===== src/gpio_ghj_consts.svh =====
`ifndef GPIO_GHJ_CONSTS_SVH
`define GPIO_GHJ_CONSTS_SVH

// Pins per port
`define PORT_WIDTH       8
// Bank select values that open each register group
`define BANK_LOW         4'h5
`define BANK_HIGH        4'h8
// Offsets inside bank five
`define OFS_DIR_G        8'h12
`define OFS_PINS_G       8'h13
`define OFS_ADC_CONFIG   8'h15
// Offsets inside bank eight
`define OFS_DIR_H        8'h10
`define OFS_PINS_H       8'h11
`define OFS_DIR_J        8'h12
`define OFS_PINS_J       8'h13
// Reset values
`define DIR_RESET        8'hFF
`define LATCH_RESET      8'h00
`define ADC_CONFIG_RESET 8'h00
// Bit four of the converter setting is unimplemented
`define ADC_CONFIG_MASK  8'hEF
// Analog pin configuration field and the first all-digital code
`define PCFG_MSB         3
`define PCFG_LSB         0
`define PCFG_DIGITAL_MIN 4'hE
// Port G pins with peripheral duties
`define G_CAPTURE_BIT    4
`define G_PULSE_BIT      5
`define G_RX_BIT         6
`define G_TX_BIT         7

`endif


===== src/gpio_ghj_pkg.sv =====
package gpio_ghj_pkg;

    // One register access: bank, offset, data and the two strobes
    typedef struct packed {
        logic [3:0] bank;
        logic [7:0] addr;
        logic [7:0] wdata;
        logic       wr;
        logic       rd;
    } bus_req_s;

    // Pad drive for one 8-pin port; oe_n low means the pin is driven
    typedef struct packed {
        logic [7:0] level;
        logic [7:0] oe_n;
    } pad_drive_s;

endpackage


===== src/gpio_ports_g_h_j.sv =====
`timescale 1ns/10ps
`include "gpio_ghj_consts.svh"

// Functional notes
// - A direction bit of one makes the pin an input with no drive, zero drives it from the latch.
// - Reading a data register returns pin levels, zero on analog pins, writing it only loads that port's latch.
// - Ports G, H and J each have eight pins with their own direction and data registers.
// - Port G pins three to zero can be handed to the converter by the analog pin setting.
// - After reset port G pins three to zero are analog until software makes them digital.
// - In analog mode port G pin zero is channel three and pin one is channel two.
// - Port G pin two is channel one or low reference, pin three channel zero or high reference.
// - Port G pin four feeds capture three and pin five can carry pulse output three.
// - Port G pins six and seven carry the second serial unit's receive/data and transmit/clock.
// - Port H pins four to seven can serve converter channels twelve to fifteen.
// - After reset port H pins seven to four are analog until software makes them digital.
// - Port H pins three to zero are plain digital I/O.
// - All port J pins are plain digital I/O.
// - Direction registers reset to all ones on every kind of reset.
// - Port G registers are reached only while bank select holds five.
module gpio_ports_g_h_j #(
    parameter int PORT_W = `PORT_WIDTH
) (
    // Clock and reset
    input  wire logic                   i_clk_sys,
    input  wire logic                   i_rst,
    // Register port
    input  wire gpio_ghj_pkg::bus_req_s i_req,
    output logic [7:0]                  o_rdata,
    // Port G pads
    input  wire logic [PORT_W-1:0]      i_pin_g,
    output gpio_ghj_pkg::pad_drive_s    o_pad_g,
    // Port H pads
    input  wire logic [PORT_W-1:0]      i_pin_h,
    output gpio_ghj_pkg::pad_drive_s    o_pad_h,
    // Port J pads
    input  wire logic [PORT_W-1:0]      i_pin_j,
    output gpio_ghj_pkg::pad_drive_s    o_pad_j,
    // Converter side
    output logic [3:0]                  o_analog_g,
    output logic [3:0]                  o_analog_h,
    output logic [7:0]                  o_adc_config,
    // Capture three
    output logic                        o_capture_three_in,
    // Pulse output three
    input  wire logic                   i_pulse_out_three,
    input  wire logic                   i_pulse_out_three_en,
    // Second serial unit
    input  wire logic                   i_serial_two_en,
    input  wire logic                   i_serial_two_rx_data,
    input  wire logic                   i_serial_two_rx_data_drv,
    input  wire logic                   i_serial_two_tx_clk,
    input  wire logic                   i_serial_two_tx_clk_drv,
    output logic                        o_serial_two_rx_data,
    output logic                        o_serial_two_tx_clk
);

    localparam int NPINS = 3 * PORT_W;

    // The pad structs and channel maps are fixed at eight pins a port
    if (PORT_W != `PORT_WIDTH) begin : g_width_check
        $error("gpio_ports_g_h_j: PORT_W must be 8");
    end

    // Software-visible state
    logic [PORT_W-1:0] dir_g_q;
    logic [PORT_W-1:0] dir_h_q;
    logic [PORT_W-1:0] dir_j_q;
    logic [PORT_W-1:0] pins_g_q;
    logic [PORT_W-1:0] pins_h_q;
    logic [PORT_W-1:0] pins_j_q;
    logic [7:0]        adc_config_q;

    // Pin input path, three stages then an agreement filter
    logic [NPINS-1:0]  sync1_q;
    logic [NPINS-1:0]  sync2_q;
    logic [NPINS-1:0]  sync3_q;
    logic [NPINS-1:0]  level_q;

    // Combinational helpers
    logic              sel_low;
    logic              sel_high;
    logic              analog_on;
    logic [NPINS-1:0]  analog_mask;
    logic [NPINS-1:0]  drive_en;
    logic [NPINS-1:0]  drive_val;
    logic [NPINS-1:0]  read_level;
    logic [7:0]        rdata_d;

    // Bank decode; registers outside the selected bank are invisible
    assign sel_low  = (i_req.bank == `BANK_LOW);
    assign sel_high = (i_req.bank == `BANK_HIGH);

    // Codes below the all-digital code keep the shared pins analog
    assign analog_on = (adc_config_q[`PCFG_MSB:`PCFG_LSB] < `PCFG_DIGITAL_MIN);

    // Direction registers, all inputs after any reset
    always_ff @(posedge i_clk_sys or posedge i_rst) begin
        if (i_rst) begin
            dir_g_q <= `DIR_RESET;
            dir_h_q <= `DIR_RESET;
            dir_j_q <= `DIR_RESET;
        end else if (i_req.wr) begin
            if (sel_low && i_req.addr == `OFS_DIR_G) begin
                dir_g_q <= i_req.wdata;
            end
            if (sel_high && i_req.addr == `OFS_DIR_H) begin
                dir_h_q <= i_req.wdata;
            end
            if (sel_high && i_req.addr == `OFS_DIR_J) begin
                dir_j_q <= i_req.wdata;
            end
        end
    end

    // Output latches; a data write never touches direction or pins
    always_ff @(posedge i_clk_sys or posedge i_rst) begin
        if (i_rst) begin
            pins_g_q <= `LATCH_RESET;
            pins_h_q <= `LATCH_RESET;
            pins_j_q <= `LATCH_RESET;
        end else if (i_req.wr) begin
            if (sel_low && i_req.addr == `OFS_PINS_G) begin
                pins_g_q <= i_req.wdata;
            end
            if (sel_high && i_req.addr == `OFS_PINS_H) begin
                pins_h_q <= i_req.wdata;
            end
            if (sel_high && i_req.addr == `OFS_PINS_J) begin
                pins_j_q <= i_req.wdata;
            end
        end
    end

    // Converter setting; zero at reset leaves the shared pins analog
    always_ff @(posedge i_clk_sys or posedge i_rst) begin
        if (i_rst) begin
            adc_config_q <= `ADC_CONFIG_RESET;
        end else if (i_req.wr && sel_low && i_req.addr == `OFS_ADC_CONFIG) begin
            adc_config_q <= i_req.wdata & `ADC_CONFIG_MASK;
        end
    end

    // Pin synchroniser chain; stage one feeds only stage two
    always_ff @(posedge i_clk_sys or posedge i_rst) begin
        if (i_rst) begin
            sync1_q <= '0;
            sync2_q <= '0;
            sync3_q <= '0;
        end else begin
            sync1_q <= {i_pin_j, i_pin_h, i_pin_g};
            sync2_q <= sync1_q;
            sync3_q <= sync2_q;
        end
    end

    // A level is accepted once stages two and three agree
    for (genvar k = 0; k < NPINS; k++) begin : g_filter
        always_ff @(posedge i_clk_sys or posedge i_rst) begin
            if (i_rst) begin
                level_q[k] <= 1'b0;
            end else if (sync2_q[k] == sync3_q[k]) begin
                level_q[k] <= sync3_q[k];
            end
        end
    end

    // Analog pin map: G3..G0 and H7..H4 only
    always_comb begin
        analog_mask = '0;
        analog_mask[3:0] = {4{analog_on}};
        analog_mask[PORT_W+7:PORT_W+4] = {4{analog_on}};
    end

    // Pad drive selection; H3..H0 and all of J take the plain path
    always_comb begin
        drive_val = {pins_j_q, pins_h_q, pins_g_q};
        drive_en  = ~{dir_j_q, dir_h_q, dir_g_q} & ~analog_mask;
        // Pulse output replaces the latch, the direction bit still gates it
        if (i_pulse_out_three_en) begin
            drive_val[`G_PULSE_BIT] = i_pulse_out_three;
        end
        // Serial unit owns both pins and their drivers while enabled
        if (i_serial_two_en) begin
            drive_val[`G_RX_BIT] = i_serial_two_rx_data;
            drive_en[`G_RX_BIT]  = i_serial_two_rx_data_drv;
            drive_val[`G_TX_BIT] = i_serial_two_tx_clk;
            drive_en[`G_TX_BIT]  = i_serial_two_tx_clk_drv;
        end
    end

    // Registered pad outputs; all released during reset
    always_ff @(posedge i_clk_sys or posedge i_rst) begin
        if (i_rst) begin
            o_pad_g <= '{level: `LATCH_RESET, oe_n: `DIR_RESET};
            o_pad_h <= '{level: `LATCH_RESET, oe_n: `DIR_RESET};
            o_pad_j <= '{level: `LATCH_RESET, oe_n: `DIR_RESET};
        end else begin
            o_pad_g.level <= drive_val[PORT_W-1:0];
            o_pad_g.oe_n  <= ~drive_en[PORT_W-1:0];
            o_pad_h.level <= drive_val[2*PORT_W-1:PORT_W];
            o_pad_h.oe_n  <= ~drive_en[2*PORT_W-1:PORT_W];
            o_pad_j.level <= drive_val[NPINS-1:2*PORT_W];
            o_pad_j.oe_n  <= ~drive_en[NPINS-1:2*PORT_W];
        end
    end

    // Peripheral inputs see the filtered pin, even while it drives
    always_ff @(posedge i_clk_sys or posedge i_rst) begin
        if (i_rst) begin
            o_capture_three_in   <= 1'b0;
            o_serial_two_rx_data <= 1'b0;
            o_serial_two_tx_clk  <= 1'b0;
        end else begin
            o_capture_three_in   <= level_q[`G_CAPTURE_BIT];
            o_serial_two_rx_data <= level_q[`G_RX_BIT];
            o_serial_two_tx_clk  <= level_q[`G_TX_BIT];
        end
    end

    // Converter hookup flags, bit n is the pin n of the shared nibble
    always_ff @(posedge i_clk_sys or posedge i_rst) begin
        if (i_rst) begin
            o_analog_g   <= 4'hF;
            o_analog_h   <= 4'hF;
            o_adc_config <= `ADC_CONFIG_RESET;
        end else begin
            o_analog_g   <= analog_mask[3:0];
            o_analog_h   <= analog_mask[PORT_W+7:PORT_W+4];
            o_adc_config <= adc_config_q;
        end
    end

    // Analog pins read zero so stray thresholds never reach software
    assign read_level = level_q & ~analog_mask;

    // Read mux; pins registers show the pads, not the latch
    always_comb begin
        rdata_d = 8'h00;
        if (sel_low) begin
            case (i_req.addr)
                `OFS_DIR_G:      rdata_d = dir_g_q;
                `OFS_PINS_G:     rdata_d = read_level[PORT_W-1:0];
                `OFS_ADC_CONFIG: rdata_d = adc_config_q;
                default:         rdata_d = 8'h00;
            endcase
        end else if (sel_high) begin
            case (i_req.addr)
                `OFS_DIR_H:  rdata_d = dir_h_q;
                `OFS_PINS_H: rdata_d = read_level[2*PORT_W-1:PORT_W];
                `OFS_DIR_J:  rdata_d = dir_j_q;
                `OFS_PINS_J: rdata_d = read_level[NPINS-1:2*PORT_W];
                default:     rdata_d = 8'h00;
            endcase
        end
    end

    // Read data stands only in the cycle after the strobe
    always_ff @(posedge i_clk_sys or posedge i_rst) begin
        if (i_rst) begin
            o_rdata <= 8'h00;
        end else if (i_req.rd) begin
            o_rdata <= rdata_d;
        end else begin
            o_rdata <= 8'h00;
        end
    end

endmodule // gpio_ports_g_h_j


===== config.mk =====
export PLATFORM = sky130hd
export DESIGN_NAME = gpio_ports_g_h_j
export DESIGN_NICKNAME = d
export VERILOG_FILES = /design/src/gpio_ghj_pkg.sv /design/src/gpio_ports_g_h_j.sv
export VERILOG_INCLUDE_DIRS = /design/src /design/src/src
export SDC_FILE = /design/constraint.sdc
export NUM_CORES = 1
export LEC_CHECK = 0
export BUFFER_PORTS_ARGS = -buffer_cell sky130_fd_sc_hd__clkbuf_2
export CAP_MARGIN = 40
export CORE_ASPECT_RATIO = 1.5
export CORE_MARGIN = 5
export CORE_UTILIZATION = 45
export CTS_CLUSTER_DIAMETER = 150
export DETAILED_ROUTE_END_ITERATION = 7
export HOLD_SLACK_MARGIN = 0.12
export PLACE_DENSITY_LB_ADDON = 0.3
export SLEW_MARGIN = 25
export SYNTH_ARGS = -nofsm -noshare
export SYNTH_HDL_FRONTEND = slang
export SYNTH_SLANG_ARGS = --single-unit

===== constraint.sdc =====
create_clock -name i_clk_sys -period 15.07 [get_ports i_clk_sys]
set_input_delay 2.2605 -clock i_clk_sys [delete_from_list [all_inputs] [get_ports i_clk_sys]]
set_output_delay 2.2605 -clock i_clk_sys [all_outputs]
set_load 0.02 [all_outputs]

==> impl_metrics.tcl <==
set metrics [dict create \
    run_status "completed" \
    worst_pin_slew_ns 0.801 \
    max-cap-violations 0 \
    worst_hold_path.num_cells 0 \
    die-width_microns 114 \
    crit_chain "clkbuf_2 > nor4b_2 > nand2_2 > nor4_4 > mux2_2" \
    synth-async-reset-ratio_pct 100 \
    cells_after_synth 406 \
    core_area_sq_um 16000 \
    rr_endpoint "o_rdata[4]" \
    detailedPlacementHpwl_microns 10200 \
    floorplan.io_pins 130 \
    worst-path-max-fanout 8 \
    cpMaxStageDelayCell "sky130_fd_sc_hd__nor4b_2" \
    clk_pin_slew_ns 0.06 \
    cts_tree "done" \
    grt_start_max_net_pins 133 \
    relative_area_change_from_synthesis_to_final_layout_pct 20.3 \
    tritoncts_num_sinks 218 \
    power_density_nw_per_um2 129 \
    power_leakage_nw 4.11 \
    gr_ovfl_total 0 \
    die_area_sq_um 18900 \
    design.final.nets 598 \
    cp-start-kind "input pin" \
    post_synthesis_cell_area_sq_um 7280 \
    nFillCells 1300 \
    ctsRootBufferMaster "sky130_fd_sc_hd__clkbuf_16" \
    number_of_antenna_violations_at_the_first_check_in_global_routing 1 \
    setup_viol 0 \
    wl_microns 14000 \
    dr_total_vias 3797 \
    rrSetupSlack_ns 13.07 \
    post_cts_resize_count 0 \
    worst-r2r-cell-count 4 \
    first_pass_grt_wire_length_microns 22300 \
    start_util_pct 45.4 \
    timing.hold.worst.class "reg -> reg" \
    dp_cells 726 \
    finalHoldViolations 0 \
    grt_use_total_pct 14.9 \
    cts-htree-levels 1 \
    detailedRoute.firstIterationViolations 124 \
    placementRows 57 \
    relSlewSlack_pct 46.5 \
    insertedDiodeCount 0 \
    via_count_normalized_by_instance_count 4.98 \
    place.port_buffers 128 \
    period_share_pct 25.9 \
    mappedNetlistNets 461 \
    cp_data_arrival_time_ns 4.28 \
    timing.critical_path.required_ns 15.44 \
    fmaxAchievable_mhz 256 \
    critical_path.max_stage_delay_ns 0.73 \
    synth_warnings 0 \
    grt_setup_unrepaired "no" \
    end_kind "register" \
    first_global_vias 4151 \
    synth-seq-cells 218 \
    layoutNonFillerInstCount 763 \
    finalClockSkew_ns 0.0177 \
    routabilityCongestion 0.829 \
    synth_flop_cell "sky130_fd_sc_hd__dfrtp_1" \
    final_period_minus_worst_setup_slack_ns 3.90 \
    route.detailed.drc 0 \
    postSynthAreaPerCell_sq_um 17.9 \
    hold_start "sync1_q[13]" \
    holdWs_ns 0.346 \
    cts_setup_buffers 0 \
    crit_path_start "i_req[18]" \
    drt.antenna.violating_nets 0 \
    synth_edf_count 0 \
    criticalPathCategory "in -> reg" \
    worstSkewPairLatency_ns 0.49 \
    detail_route.first_pass.iterations 4 \
    slew_viol_final 0 \
    setup_total_negative_slack_ns 0 \
    crit-reg2reg-launch "adc_config_q[1]" \
    netlist-cell-type-count 39 \
    clock_tree.buffer_depth 3 \
    min_to "sync2_q[13]" \
    ys_seq_area_share_pct 75.7 \
    wl_per_instance_microns 18.4 \
    tritoncts.num_buffers 20 \
    ir_drop_v 0.0000691 \
    die_height_microns 166 \
    cts.hold.buffers_added 0 \
    drive_gt1_share_pct 51.3 \
]
[synth_stat cells, types with 4 or more instances]
cell type                  instances  share of area, %
sky130_fd_sc_hd__a221oi_1         11               1.3
sky130_fd_sc_hd__nand3_1           9              0.62
sky130_fd_sc_hd__inv_1             5              0.26
sky130_fd_sc_hd__a21oi_1           4              0.27
sky130_fd_sc_hd__buf_4             8              0.82
sky130_fd_sc_hd__maj3_1           24               3.3
sky130_fd_sc_hd__nand2b_1          9              0.77
sky130_fd_sc_hd__mux4_2            4               1.2
sky130_fd_sc_hd__nor2_1            4              0.21
sky130_fd_sc_hd__dfstp_2          49                18
sky130_fd_sc_hd__buf_2             5              0.34
sky130_fd_sc_hd__mux2_2           60               9.3
sky130_fd_sc_hd__dfrtp_1         169                58
sky130_fd_sc_hd__a22oi_1           6              0.62
sky130_fd_sc_hd__nand4_1           4              0.34
[worst max-delay path, delay by kind of cell]
| family | cells | cell delay, ns |
|---|---|---|
| and+or+nand+nor | 3 | 1.50 |
| muxes | 1 | 0.40 |
| buffers and inverters | 1 | 0.11 |
[registers in the layout (all words and copies together) (netlist names), 7 cells and up]
name and cells:
sync2_q 24, sync1_q 24, o_adc_config 7, dir_g_q 8, sync3_q 24, o_pad_g 16
pins_h_q 8, dir_h_q 8, adc_config_q 7, level_q 24, pins_g_q 8, o_rdata 8
dir_j_q 8, o_pad_j 16, pins_j_q 8, o_pad_h 16
[layout by cell type (no fill, tap or decap), types with 2 or more instances in the layout]
cell and instances:
sky130_fd_sc_hd__mux4_2 4, sky130_fd_sc_hd__a21o_1 3, sky130_fd_sc_hd__a221oi_1 11, sky130_fd_sc_hd__mux2i_1 3
sky130_fd_sc_hd__nand3_1 9, sky130_fd_sc_hd__mux2_2 60, sky130_fd_sc_hd__nand2b_1 9, sky130_fd_sc_hd__nand4_1 4
sky130_fd_sc_hd__clkbuf_2 128, sky130_fd_sc_hd__clkbuf_8 3, sky130_fd_sc_hd__clkbuf_1 7, sky130_fd_sc_hd__nor4_4 3
sky130_fd_sc_hd__a21oi_1 4, sky130_fd_sc_hd__nand2_1 2, sky130_fd_sc_hd__dfrtp_1 169, sky130_fd_sc_hd__maj3_1 24
sky130_fd_sc_hd__clkbuf_16 20, sky130_fd_sc_hd__nand4bb_1 2, sky130_fd_sc_hd__dfstp_2 49, sky130_fd_sc_hd__inv_1 4
sky130_fd_sc_hd__a22oi_1 6, sky130_fd_sc_hd__and3_1 2, sky130_fd_sc_hd__clkinv_2 4, sky130_fd_sc_hd__nor2_1 4
[where the power goes]
| group | internal, mW | switching, mW |
|---|---|---|
| logic | 0.0175 | 0.0282 |
| clock network | 0.263 | 0.203 |
| registers | 0.606 | 0.00963 |
[routing by layer]
layer	track usage, %	vias to the layer above	routed length, microns
li1	-	1712	-
met1	19.1	1937	5590
met2	25.2	114	7270
met5	0	-	7
met4	5.22	2	379
met3	2.88	32	782
[cells by family (layout without fill, tap and decap cells)]
group,Yosys count,count (layout),share of synthesized area (%)
flip-flops,218,218,75.7
AND/OR/NAND/NOR,48,48,5.48
adder cells (fa/ha/maj),24,24,3.30
other,1,1,0.0515
AO/OA/AOI/OAI,26,26,2.78
buffers and inverters,21,172,1.58
multiplexers,68,68,11.1
[worst max-delay path by stage]
stage / end / slack, ns / cells past startpoint
after floorplan: adc_config_q[0] / 6.93 / 1
after detailed placement: pins_h_q[7] / 10.64 / 5
after CTS: pins_h_q[6] / 11.16 / 5
final: pins_h_q[6] / 11.17 / 5
after global placement: pins_h_q[0] / 10.75 / 5
after global routing: pins_h_q[7] / 11.05 / 5
[per-stage QoR]
stage	total power, mW	instance area [sq um]	setup slack [ns]	utilization, %
floorplan	0.649	7280	6.93	-
global placement	0.669	8100	10.75	50.5
detailed placement	0.672	8120	10.64	50.6
CTS	1.14	8730	11.16	54.4
global route	1.17	8760	11.05	54.6
finish	1.13	8760	11.17	54.6
[area by class of cell]
type,instances,area [sq um],area share [%]
Clock buffer,30,568,6.48
Clock inverter,6,45.0,0.514
Inverter,5,26.3,0.300
Multi-Input combinational cell,167,1650,18.9
Sequential cell,218,5520,63.0
Tap cell,206,258,2.94
Timing Repair Buffer,131,696,7.94
No activity file was read; power rests on OpenSTA's default activity.
